==> src/logic/ocb_pkg.sv <==
// constants, types and register layout shared by the oscillator and clock block
package ocb_pkg;
    typedef logic [11:0] ocb_addr_t;

    typedef enum logic [1:0] {
        CRYSTAL_DRIVE_MODE  = 2'b00,
        CRYSTAL_MULT_MODE   = 2'b01,
        EXT_CLOCK_MODE      = 2'b10,
        EXT_CLOCK_MULT_MODE = 2'b11
    } ocb_osc_mode_t;

    typedef enum logic [3:0] {
        ST_CFG   = 4'b0001,
        ST_START = 4'b0010,
        ST_RUN   = 4'b0100,
        ST_SLEEP = 4'b1000
    } ocb_state_t;

    typedef struct packed {
        logic post_div_ratio_select;
        logic mult_enable;
        logic post_div_enable;
        logic pre_div_ratio_select;
    } ocb_pll_ctrl_t;

    typedef struct packed {
        logic [3:0] num;
        logic [3:0] den;
    } ocb_ratio_t;

    typedef struct packed {
        logic [2:0] cnt;
        logic [3:0] rem;
    } ocb_div_t;

    // register byte addresses
    localparam ocb_addr_t     PLL_CTRL_OFF      = 12'h000;
    localparam ocb_addr_t     SRC_CTRL_OFF      = 12'h004;
    localparam ocb_addr_t     STATUS_OFF        = 12'h008;
    // control field positions
    localparam int            CTRL_FIELD_LSB    = 4;
    localparam ocb_pll_ctrl_t PLL_CTRL_RESET    = 4'h0;
    localparam logic [1:0]    SRC_CTRL_RESET    = 2'h0;
    // status field positions
    localparam int            ST_READY_BIT      = 0;
    localparam int            ST_INTOSC_BIT     = 1;
    localparam int            ST_FEEDBACK_BIT   = 2;
    localparam int            ST_MULT_AVAIL_BIT = 3;
    localparam int            ST_SOURCE_LSB     = 4;
    // source select codes
    localparam logic [1:0]    SRC_SEL_DEFAULT   = 2'b00;
    localparam logic [1:0]    SRC_SECONDARY     = 2'b01;
    localparam logic [1:0]    SRC_PRIMARY       = 2'b10;
    localparam logic [1:0]    SRC_INTERNAL      = 2'b11;
    // ratios
    localparam logic [3:0]    MULT_FACTOR       = 4'h5;
    localparam logic [3:0]    DIV1              = 4'h1;
    localparam logic [3:0]    DIV2              = 4'h2;
    localparam logic [3:0]    DIV3              = 4'h3;
    localparam ocb_ratio_t    RATIO_RESET       = 8'h11;
    localparam logic [1:0]    EXT_OUT_HALF      = 2'h2;
    // timing
    localparam int            CLK_HZ            = 50_000_000;
    localparam int            INTOSC_HZ         = 31_000;
    localparam logic [9:0]    INTOSC_HALF       = 10'(CLK_HZ / INTOSC_HZ / 2);
    localparam logic [3:0]    CFG_CYCLES        = 4'h8;
    localparam logic [10:0]   OST_EDGES         = 11'h400;
endpackage

==> src/logic/ocb_clock_block.sv <==
// oscillator and clock block: apb registers, start-up sequencing and ratio engine
//
// The address map and the APB register port are this design's own decisions.
`timescale 1ns/100ps
module ocb_clock_block (
    input  wire logic                  pclk,
    input  wire logic                  presetn,
    input  wire logic                  psel,
    input  wire logic                  penable,
    input  wire logic                  pwrite,
    input  wire ocb_pkg::ocb_addr_t    paddr,
    input  wire logic [31:0]           pwdata,
    output logic [31:0]                prdata,
    output logic                       pready,
    output logic                       pslverr,
    input  wire ocb_pkg::ocb_osc_mode_t osc_mode_cfg,
    input  wire logic                  default_source_cfg_bit,
    input  wire logic                  fail_safe_en,
    input  wire logic                  watchdog_en,
    input  wire logic                  two_speed_en,
    input  wire logic                  sleep_req,
    input  wire logic                  clock_in_pin,
    input  wire logic                  secondary_clk_pin,
    output logic                       feedback_enable,
    output logic                       clock_out_pin_o,
    output logic                       clock_out_pin_oe_n,
    output logic                       internal_slow_osc,
    output logic [2:0]                 sys_clk_edges,
    output logic [1:0]                 active_source,
    output logic                       osc_ready
);
    import ocb_pkg::*;

    ocb_state_t    state_reg;
    ocb_state_t    state_next;
    logic [3:0]    cfg_cnt_reg;
    logic [10:0]   ost_cnt_reg;
    ocb_osc_mode_t mode_reg;
    logic          dflt_reg;
    ocb_pll_ctrl_t pll_block_control_reg;
    logic [1:0]    src_reg;
    logic          pready_reg;
    logic          pslverr_reg;
    logic [31:0]   prdata_reg;
    logic [9:0]    intosc_cnt_reg;
    logic          intosc_reg;
    ocb_ratio_t    cur_ratio_reg;
    logic [3:0]    acc_reg;
    logic [2:0]    edges_reg;
    logic [1:0]    source_reg;
    logic          feedback_reg;
    logic          oe_n_reg;
    logic          ready_reg;
    logic          prim_rise;
    logic          sec_rise;
    logic          is_ext;
    logic          mult_avail;
    logic          cfg_ext;
    logic [1:0]    src_now;
    logic          intosc_run;
    logic          intosc_rise;
    logic          eff_mult;
    logic          pre_on;
    logic [3:0]    pre_div;
    logic [3:0]    post_div;
    ocb_ratio_t    pend_ratio;
    logic          prim_edge_active;
    ocb_div_t      div_res;
    logic          mapped;
    logic          wr_commit;
    logic [31:0]   rd_data;
    logic [7:0]    status_val;

    // whole sys edges per primary edge and leftover phase
    function automatic ocb_div_t ocb_divide(input logic [3:0] sum, input logic [3:0] den);
        ocb_div_t r;
        r.cnt = 3'h0;
        r.rem = sum;
        for (int k = 0; k < 5; k++) begin
            if (r.rem >= den) begin
                r.rem = r.rem - den;
                r.cnt = r.cnt + 3'h1;
            end
        end
        return r;
    endfunction

    // pin inputs pass two flip-flops first
    ocb_sync_edge u_prim_sync (
        .pclk    (pclk),
        .presetn (presetn),
        .pin_in  (clock_in_pin),
        .level   (),
        .rise    (prim_rise)
    );

    ocb_sync_edge u_sec_sync (
        .pclk    (pclk),
        .presetn (presetn),
        .pin_in  (secondary_clk_pin),
        .level   (),
        .rise    (sec_rise)
    );

    // mode predicates
    assign is_ext     = (mode_reg == EXT_CLOCK_MODE) || (mode_reg == EXT_CLOCK_MULT_MODE);
    assign mult_avail = (mode_reg == CRYSTAL_MULT_MODE) || (mode_reg == EXT_CLOCK_MULT_MODE);
    assign cfg_ext    = (osc_mode_cfg == EXT_CLOCK_MODE) || (osc_mode_cfg == EXT_CLOCK_MULT_MODE);

    // start-up sequencing
    always_comb begin
        state_next = state_reg;
        unique case (state_reg)
            ST_CFG: begin
                if (cfg_cnt_reg == CFG_CYCLES - 4'h1) begin
                    state_next = cfg_ext ? ST_RUN : ST_START;
                end
            end
            ST_START: begin
                if (prim_rise && (ost_cnt_reg == OST_EDGES - 11'h1)) begin
                    state_next = ST_RUN;
                end
            end
            ST_RUN: begin
                if (sleep_req) begin
                    state_next = ST_SLEEP;
                end
            end
            ST_SLEEP: begin
                if (!sleep_req) begin
                    state_next = is_ext ? ST_RUN : ST_START;
                end
            end
        endcase
    end

    always_ff @(posedge pclk or negedge presetn) begin
        if (!presetn) begin
            state_reg <= ST_CFG;
        end else begin
            state_reg <= state_next;
        end
    end

    // configuration cycle length and strap capture at its end
    always_ff @(posedge pclk or negedge presetn) begin
        if (!presetn) begin
            cfg_cnt_reg <= 4'h0;
            mode_reg    <= CRYSTAL_DRIVE_MODE;
            dflt_reg    <= 1'b1;
        end else if (state_reg == ST_CFG) begin
            cfg_cnt_reg <= cfg_cnt_reg + 4'h1;
            if (cfg_cnt_reg == CFG_CYCLES - 4'h1) begin
                mode_reg <= osc_mode_cfg;
                dflt_reg <= default_source_cfg_bit;
            end
        end
    end

    // crystal start-up wait counts primary edges
    always_ff @(posedge pclk or negedge presetn) begin
        if (!presetn) begin
            ost_cnt_reg <= 11'h0;
        end else if (state_reg != ST_START) begin
            ost_cnt_reg <= 11'h0;
        end else if (prim_rise) begin
            ost_cnt_reg <= ost_cnt_reg + 11'h1;
        end
    end

    // source decode; configuration always runs on the internal oscillator
    always_comb begin
        src_now = SRC_INTERNAL;
        if (state_reg != ST_CFG) begin
            unique case (src_reg)
                SRC_SEL_DEFAULT: src_now = dflt_reg ? SRC_PRIMARY : SRC_INTERNAL;
                SRC_SECONDARY:   src_now = SRC_SECONDARY;
                SRC_PRIMARY:     src_now = SRC_PRIMARY;
                SRC_INTERNAL:    src_now = SRC_INTERNAL;
            endcase
        end
    end

    // internal oscillator enable and divider
    assign intosc_run  = (state_reg == ST_CFG) || ((src_now == SRC_INTERNAL) && (state_reg != ST_SLEEP)) ||
                         fail_safe_en || watchdog_en || two_speed_en;
    assign intosc_rise = intosc_run && !intosc_reg && (intosc_cnt_reg == INTOSC_HALF - 10'h1);

    always_ff @(posedge pclk or negedge presetn) begin
        if (!presetn) begin
            intosc_cnt_reg <= 10'h0;
            intosc_reg     <= 1'b0;
        end else if (!intosc_run) begin
            intosc_cnt_reg <= 10'h0;
            intosc_reg     <= 1'b0;
        end else if (intosc_cnt_reg == INTOSC_HALF - 10'h1) begin
            intosc_cnt_reg <= 10'h0;
            intosc_reg     <= ~intosc_reg;
        end else begin
            intosc_cnt_reg <= intosc_cnt_reg + 10'h1;
        end
    end

    // ratio chosen by the control register
    assign eff_mult       = pll_block_control_reg.mult_enable && mult_avail;
    assign pre_on         = eff_mult || pll_block_control_reg.post_div_enable;
    assign pre_div        = pre_on ? (pll_block_control_reg.pre_div_ratio_select ? DIV2 : DIV3) : DIV1;
    assign post_div       = pll_block_control_reg.post_div_enable ?
                            (pll_block_control_reg.post_div_ratio_select ? DIV2 : DIV3) : DIV1;
    assign pend_ratio.num = eff_mult ? MULT_FACTOR : DIV1;
    assign pend_ratio.den = 4'(pre_div * post_div);

    // phase accumulator; primary edges scaled by num over den
    assign prim_edge_active = prim_rise && (state_reg == ST_RUN);
    always_comb begin
        div_res.cnt = 3'h0;
        div_res.rem = acc_reg;
        if (prim_edge_active) begin
            div_res = ocb_divide(acc_reg + cur_ratio_reg.num, cur_ratio_reg.den);
        end
    end

    // new ratio is taken only at a phase boundary so no pulse is cut short
    always_ff @(posedge pclk or negedge presetn) begin
        if (!presetn) begin
            acc_reg       <= 4'h0;
            cur_ratio_reg <= RATIO_RESET;
        end else begin
            acc_reg <= div_res.rem;
            if (div_res.rem == 4'h0) begin
                cur_ratio_reg <= pend_ratio;
            end
        end
    end

    // system clock edges per pclk cycle from the active source
    always_ff @(posedge pclk or negedge presetn) begin
        if (!presetn) begin
            edges_reg  <= 3'h0;
            source_reg <= SRC_INTERNAL;
        end else begin
            source_reg <= src_now;
            if (state_reg == ST_SLEEP) begin
                edges_reg <= 3'h0;
            end else if (src_now == SRC_PRIMARY) begin
                edges_reg <= div_res.cnt;
            end else if (src_now == SRC_SECONDARY) begin
                edges_reg <= {2'h0, sec_rise};
            end else begin
                edges_reg <= {2'h0, intosc_rise};
            end
        end
    end

    // pin and feedback controls
    always_ff @(posedge pclk or negedge presetn) begin
        if (!presetn) begin
            feedback_reg <= 1'b0;
            oe_n_reg     <= 1'b1;
            ready_reg    <= 1'b0;
        end else begin
            feedback_reg <= (state_reg != ST_CFG) && !is_ext;
            oe_n_reg     <= !((state_reg != ST_CFG) && (mode_reg == EXT_CLOCK_MODE));
            ready_reg    <= (state_next == ST_RUN);
        end
    end

    ocb_quarter_div u_quarter (
        .pclk    (pclk),
        .presetn (presetn),
        .edge_in (prim_rise),
        .enable  ((state_reg == ST_RUN) && (mode_reg == EXT_CLOCK_MODE)),
        .div_out (clock_out_pin_o)
    );

    // apb decode and read mux
    assign mapped    = (paddr == PLL_CTRL_OFF) || (paddr == SRC_CTRL_OFF) || (paddr == STATUS_OFF);
    assign wr_commit = psel && penable && pready_reg && pwrite && mapped;
    always_comb begin
        status_val                          = 8'h00;
        status_val[ST_READY_BIT]            = ready_reg;
        status_val[ST_INTOSC_BIT]           = intosc_run;
        status_val[ST_FEEDBACK_BIT]         = feedback_reg;
        status_val[ST_MULT_AVAIL_BIT]       = mult_avail;
        status_val[ST_SOURCE_LSB +: 2]      = source_reg;
        rd_data = 32'h0;
        if (paddr == PLL_CTRL_OFF) begin
            rd_data[CTRL_FIELD_LSB +: 4] = pll_block_control_reg;
        end else if (paddr == SRC_CTRL_OFF) begin
            rd_data[1:0] = src_reg;
        end else if (paddr == STATUS_OFF) begin
            rd_data[7:0] = status_val;
        end
    end

    // one wait state, answer registered
    always_ff @(posedge pclk or negedge presetn) begin
        if (!presetn) begin
            pready_reg  <= 1'b0;
            pslverr_reg <= 1'b0;
            prdata_reg  <= 32'h0;
        end else if (psel && penable && !pready_reg) begin
            pready_reg  <= 1'b1;
            pslverr_reg <= !mapped;
            prdata_reg  <= pwrite ? 32'h0 : rd_data;
        end else begin
            pready_reg  <= 1'b0;
            pslverr_reg <= 1'b0;
        end
    end

    // register writes take effect at the completing edge
    always_ff @(posedge pclk or negedge presetn) begin
        if (!presetn) begin
            pll_block_control_reg <= PLL_CTRL_RESET;
            src_reg               <= SRC_CTRL_RESET;
        end else if (wr_commit) begin
            if (paddr == PLL_CTRL_OFF) begin
                pll_block_control_reg             <= pwdata[CTRL_FIELD_LSB +: 4];
                pll_block_control_reg.mult_enable <= pwdata[CTRL_FIELD_LSB + 2] && mult_avail;
            end else if (paddr == SRC_CTRL_OFF) begin
                src_reg <= pwdata[1:0];
            end
        end
    end

    assign prdata             = prdata_reg;
    assign pready             = pready_reg;
    assign pslverr            = pslverr_reg;
    assign feedback_enable    = feedback_reg;
    assign clock_out_pin_oe_n = oe_n_reg;
    assign internal_slow_osc  = intosc_reg;
    assign sys_clk_edges      = edges_reg;
    assign active_source      = source_reg;
    assign osc_ready          = ready_reg;
endmodule

==> src/logic/ocb_quarter_div.sv <==
// divides a stream of clock edges by four into a square wave
`timescale 1ns/100ps
module ocb_quarter_div (
    input  wire logic pclk,
    input  wire logic presetn,
    input  wire logic edge_in,
    input  wire logic enable,
    output logic      div_out
);
    import ocb_pkg::*;

    logic [1:0] cnt_reg;

    // toggle every second input edge; parked low while disabled
    always_ff @(posedge pclk or negedge presetn) begin
        if (!presetn) begin
            cnt_reg <= 2'h0;
            div_out <= 1'b0;
        end else if (!enable) begin
            cnt_reg <= 2'h0;
            div_out <= 1'b0;
        end else if (edge_in) begin
            if (cnt_reg == EXT_OUT_HALF - 2'h1) begin
                cnt_reg <= 2'h0;
                div_out <= ~div_out;
            end else begin
                cnt_reg <= cnt_reg + 2'h1;
            end
        end
    end
endmodule

==> src/logic/ocb_sync_edge.sv <==
// two-stage pin synchroniser with a rising edge pulse
`timescale 1ns/100ps
module ocb_sync_edge (
    input  wire logic pclk,
    input  wire logic presetn,
    input  wire logic pin_in,
    output logic      level,
    output logic      rise
);
    logic meta_reg;
    logic sync_reg;
    logic last_reg;

    // first stage feeds only the second stage
    always_ff @(posedge pclk or negedge presetn) begin
        if (!presetn) begin
            meta_reg <= 1'b0;
            sync_reg <= 1'b0;
            last_reg <= 1'b0;
        end else begin
            meta_reg <= pin_in;
            sync_reg <= meta_reg;
            last_reg <= sync_reg;
        end
    end

    // edge is taken between the settled stages
    assign level = sync_reg;
    assign rise  = sync_reg & ~last_reg;
endmodule

==> config.mk <==
export PLATFORM = sky130hd
export DESIGN_NAME = ocb_clock_block
export DESIGN_NICKNAME = d
export VERILOG_FILES = /design/src/logic/ocb_pkg.sv /design/src/logic/ocb_clock_block.sv /design/src/logic/ocb_quarter_div.sv /design/src/logic/ocb_sync_edge.sv
export SDC_FILE = /design/constraint.sdc
export NUM_CORES = 1
export LEC_CHECK = 0
export ABC_AREA = 1
export BUFFER_PORTS_ARGS = -buffer_cell sky130_fd_sc_hd__buf_4
export CAP_MARGIN = 10
export CORE_MARGIN = 5
export CORE_UTILIZATION = 50
export DETAILED_ROUTE_END_ITERATION = 6
export PLACE_DENSITY = 0.8
export SYNTH_ARGS = -nofsm -noshare
export SYNTH_HDL_FRONTEND = slang
export SYNTH_SLANG_ARGS = --single-unit
==> constraint.sdc <==
create_clock -name pclk -period 10 [get_ports pclk]
set_input_delay 2 -clock pclk [delete_from_list [all_inputs] [get_ports pclk]]
set_output_delay 2 -clock pclk [all_outputs]
set_load 0.02 [all_outputs]
# After elaboration in Yosys (flattened, before gate mapping)
# Index checks and enable logic that the tools add are counted.
# totals
latch_bits,0
out_inout_bits,44
ff_bits,102
mem_bits_ro,0
wordCells,172
mem_bits_rw,0
mem_count,0
# op_classes
mux,48
magnitude_cmp,5
n_bitwise,7
shifts,0
n_reduce_logical,38
n_eq_ne,28
addsub,14
div,0
multipliers,1
# ops
operator,n
7-bit two-way mux,9
4-bit two-way mux,7
11-bit two-way mux,2
4-bit greater-or-equal comparator,5
10-bit two-way mux,2
4-bit subtractor,5
"2-bit == test, second input constant",8
4-bit case mux with 4 select lines,1
1-bit logical AND,15
3-bit two-way mux,5
2-bit two-way mux,7
"3-bit by 1-bit adder with 3-bit output, second input constant",4
"12-bit by 3-bit == test with 1-bit output, second input constant",1
"12-bit by 4-bit == test with 1-bit output, second input constant",1
"4-bit by 3-bit == test with 1-bit output, second input constant",3
12-bit zero test,1
"11-bit by 1-bit adder with 11-bit output, second input constant",1
"11-bit by 10-bit == test with 1-bit output, second input constant",1
1-bit two-way mux,11
"10-bit by 1-bit adder with 10-bit output, second input constant",1
"10-bit == test, second input constant",1
1-bit logical OR,10
"2-bit by 1-bit == test with 1-bit output, second input constant",4
8-bit two-way mux,1
23 further kinds,35

# Longest topological paths before layout
# depth
depth_word,18
mapped_depth,48
mapped_depth_nobuf,48

# Hierarchy
# A second synthesis with hierarchy kept.
# hier_totals
hier_cells,597
hier_area_um2,4815.9
# modules_own_cells
module,instances,area_per_inst_um2,cells_each
ocb_clock_block,1,4526.8,573
ocb_sync_edge,2,85.1,5
ocb_quarter_div,1,118.9,14

# Worst setup path before layout
# No wires, ideal clock.
# synth_timing
kind,register to register
from,register cur_ratio_reg[6] (netlist bit)
to,register cur_ratio_reg[1] (netlist bit)
arrival_ns,6.866
path_slack_ns,3.016
path_buffers,0
required_ns,9.882
period_less_slack_ns,6.984
path_stages_with_launch,43
cell_sequence,dfrtp_1 ha_1 nand3_1 nand2_1 nand2_1 nand2_1 ha_1 a21oi_2 nand2_4 nand3_1 nand2_1 ha_1 a21oi_2 nand2_1 nor2_4 nand3_1 nand2_1 inv_1 [... 7 more ...] ha_1 fa_1 o211ai_2 a21oi_4 or2_2 and2_1 ha_1 fa_1 o21ai_0 a31oi_4 inv_1 a21oi_1 nand2_1 nand2_2 nor2_4 nand3_4 nand2_1 nand2_1
# synth_lines
element,line,source
"start, declared",ocb_clock_block.sv:47,ocb_ratio_t cur_ratio_reg;
"start signal, assigned",ocb_clock_block.sv:231,cur_ratio_reg <= pend_ratio;

==> metrics <==
status=complete, no violations; mux cell area share after synthesis=0.002299; die area=between 10000 and 15000 um2; worst-margin pin slew=around 920 ps; Mapped Area=approximately 4900 um2; Adder-Cell Fraction of Synth Area=0.1022; GR Util met2=0.3263; post-synthesis compound-gate area fraction=0.1094; Initial Util=0.5057; first-pass GRT wire length=approximately 18 mm; most frequent cells in the layout=nand2_1 (131), inv_1 (78), dfrtp_1 (69); Power Density=between 100 and 150 nW/um2; Worst Skew=14.09 ps; routed len/inst=approximately 13 um; Buf+Inv Stages, Crit Path=5; # DRC=0; # diodes=0; PortBufs=51; post-route ant nets=0; flops & latches, synth=75; HP Class=register to register; cell taking the most area after synthesis=dfrtp_1; EDFF count, synth=0; Slew headroom=0.3866; FMAX=about 130 MHz; peak supply drop=between 0.07 and 0.08 mV; DP HPWL=roughly 8.3 mm; initial antenna violation count=0; Post-Synthesis Mean Instance Area=around 8.3 um2; post-synthesis xor/xnor area fraction=0.03194; met1 GRT Util=0.2451; startpoint types=register; top cell type's share of synthesized area=0.3526; Power Total=roughly 0.63 mW; # setup viols final=0; Leakage Power=around 3.0 nW; Sink Count=between 70 and 80; max_cap viols=0; post-synthesis instance total=slightly below 600; Max FO, Critical Path=10; Slowest cell on crit path=fa_1; RSZ-0062 raised after global routing=no; post-cts sizing count=0; Worst Path Required=around 10000 ps; Fill cells=around 850; Critical Path Most Common Cell=nand2_1; layout cell share with drive strength beyond 1=0.1786; Final Cycle Share=0.7856; final hold violation count=0; htree depth=3; CTS Buffer Depth=2; GPL Wtd Cong=around 0.93; # IOs=between 100 and 150; initial DRC count=228; Total Wirelength=roughly 11 mm; Yosys cell types=56; via density per instance=between 5 and 6; Root Driver=clkbuf_8; ys async rst share=1.000; Simple-Gate Fraction of Synth Area=0.2614; largest family of logic cells by synthesized area=simple AND/OR/NAND/NOR gates; hold buffer count at cts=0; final max-slew violation count=0; cell family with most CP delay=adder cells; Post-CTS Setup Inserts=0; vias in the first global route=about 4100; Layout area overhead=13.34%; CP Class=register to register; core area=~9700 um2; GR Layer Usage met3=0.03612; Crit path arrival time=a little over 8000 ps; crit path time final=just under 8000 ps; Worst path max stage delay=460 ps; largest net degree at the start of global routing=76; number of flip-flops in the largest register=11; largest cells by area after synthesis=dfrtp_1 (35%), nand2_1 (10%), ha_1 (8.2%); global-route layer with the greatest usage=met2; CTS tree=done; Crit. End Element=register; top_reg_cell synth=dfrtp_1; First-pass DRT Iterations=4; Die X=about 110 um; commonest non-fill, non-tap cell in the layout=nand2_1; insertion delay to the later sink of the worst-skew pair=around 360 ps; All-Layer GR Usage=0.1942; clock transition at the registers of the reported paths=approximately 80 ps; Setup TNS Final=0 ps; # rows=36; vias post-DR=slightly above 4000; grt ovf=0; yosys synthesis warning count=0; Die Y=109.0 um; Layout Nets=745; TritonCTS buffer count=9; post-synthesis sequential area ratio=0.3848
[layout make-up]
type / count / area [um2] / share of cell area
Clock buffer: 10 / 137.6 / 0.02480
Clock inverter: 6 / 72.57 / 0.01307
Inverter: 88 / 332.8 / 0.05996
Multi-Input combinational cell: 425 / 2574 / 0.4637
Sequential cell: 75 / 1884 / 0.3395
Tap cell: 133 / 166.4 / 0.02998
Timing Repair Buffer: 51 / 382.9 / 0.06898
[routing by layer]
layer / up-vias / share of wire
met4: 0 / 0.018
met3: 20 / 0.057
met2: 117 / 0.50
met1: 1911 / 0.43
met5: - / 0
li1: 2011 / -
[worst paths after layout]
path                       slack (ps)                 from           endpoint  depth (start not counted)
max                              2140     cur_ratio_reg[6]   cur_ratio_reg[1]                         45
max in group asynchronous        7620              presetn          prdata[5]                          1
max reg2reg                      2140     cur_ratio_reg[6]   cur_ratio_reg[1]                         45
min reg2reg                       350  u_sec_sync.meta_reg   u_sec_sync.level                          0
min in group asynchronous        1770              presetn  intosc_cnt_reg[0]                          1
min                               350  u_sec_sync.meta_reg   u_sec_sync.level                          0
[power by group]
part	internal, mW	switching [mW]	leakage (nW)
logic	0.0226	0.0385	1.91
registers	0.316	0.0129	0.967
clock network	0.125	0.119	0.103
[Yosys cell counts, types with 3 or more instances]
cell / number
nand2_1: 131
inv_1: 78
dfrtp_1: 69
nand3_1: 38
nor2_1: 36
ha_1: 32
o21ai_0: 27
a21oi_1: 24
buf_4: 24
nor3_1: 14
nand4_1: 10
xor2_1: 9
inv_2: 8
xnor2_1: 7
dfstp_2: 6
fa_1: 5
nand2_2: 5
a31oi_1: 4
a32o_1: 4
nor4_1: 4
or2_2: 4
and3_1: 3
nand3b_1: 3
nor2_4: 3
o211ai_1: 3
[worst register-to-register path, delay by kind of cell, from the launching register on]
| family | cells | cell delay (ps) |
|---|---|---|
| flip-flops | 1 | 400 |
| AND/OR/NAND/NOR | 25 | 2830 |
| AO/OA/AOI/OAI | 6 | 1130 |
| buffers and inverters | 5 | 450 |
| adder cells (fa/ha/maj) | 9 | 2950 |
[cells by family (layout without fill, tap and decap cells)]
family	after synthesis	count (layout)
AO/OA/AOI/OAI	79	79
XOR/XNOR	17	17
adder cells (fa/ha/maj)	37	37
buffers and inverters	115	155
flip-flops	75	75
multiplexers	1	1
other	1	24
AND/OR/NAND/NOR	267	267
[stage by stage]
step,hold WS [ps],cell area (um2),worst slack [ps],cells,util
2_1_floorplan,331.2,4984,3016,615,-
3_3_place_gp,331.5,5340,2435,772,0.5514
3_5_place_dp,337.2,5340,2210,772,0.5514
4_1_cts,355.1,5550,2178,788,0.5731
5_1_grt,366.3,5550,1578,788,0.5731
6_report,352.2,5550,2144,788,0.5731
Note: power is estimated with default switching activity, not from simulation.
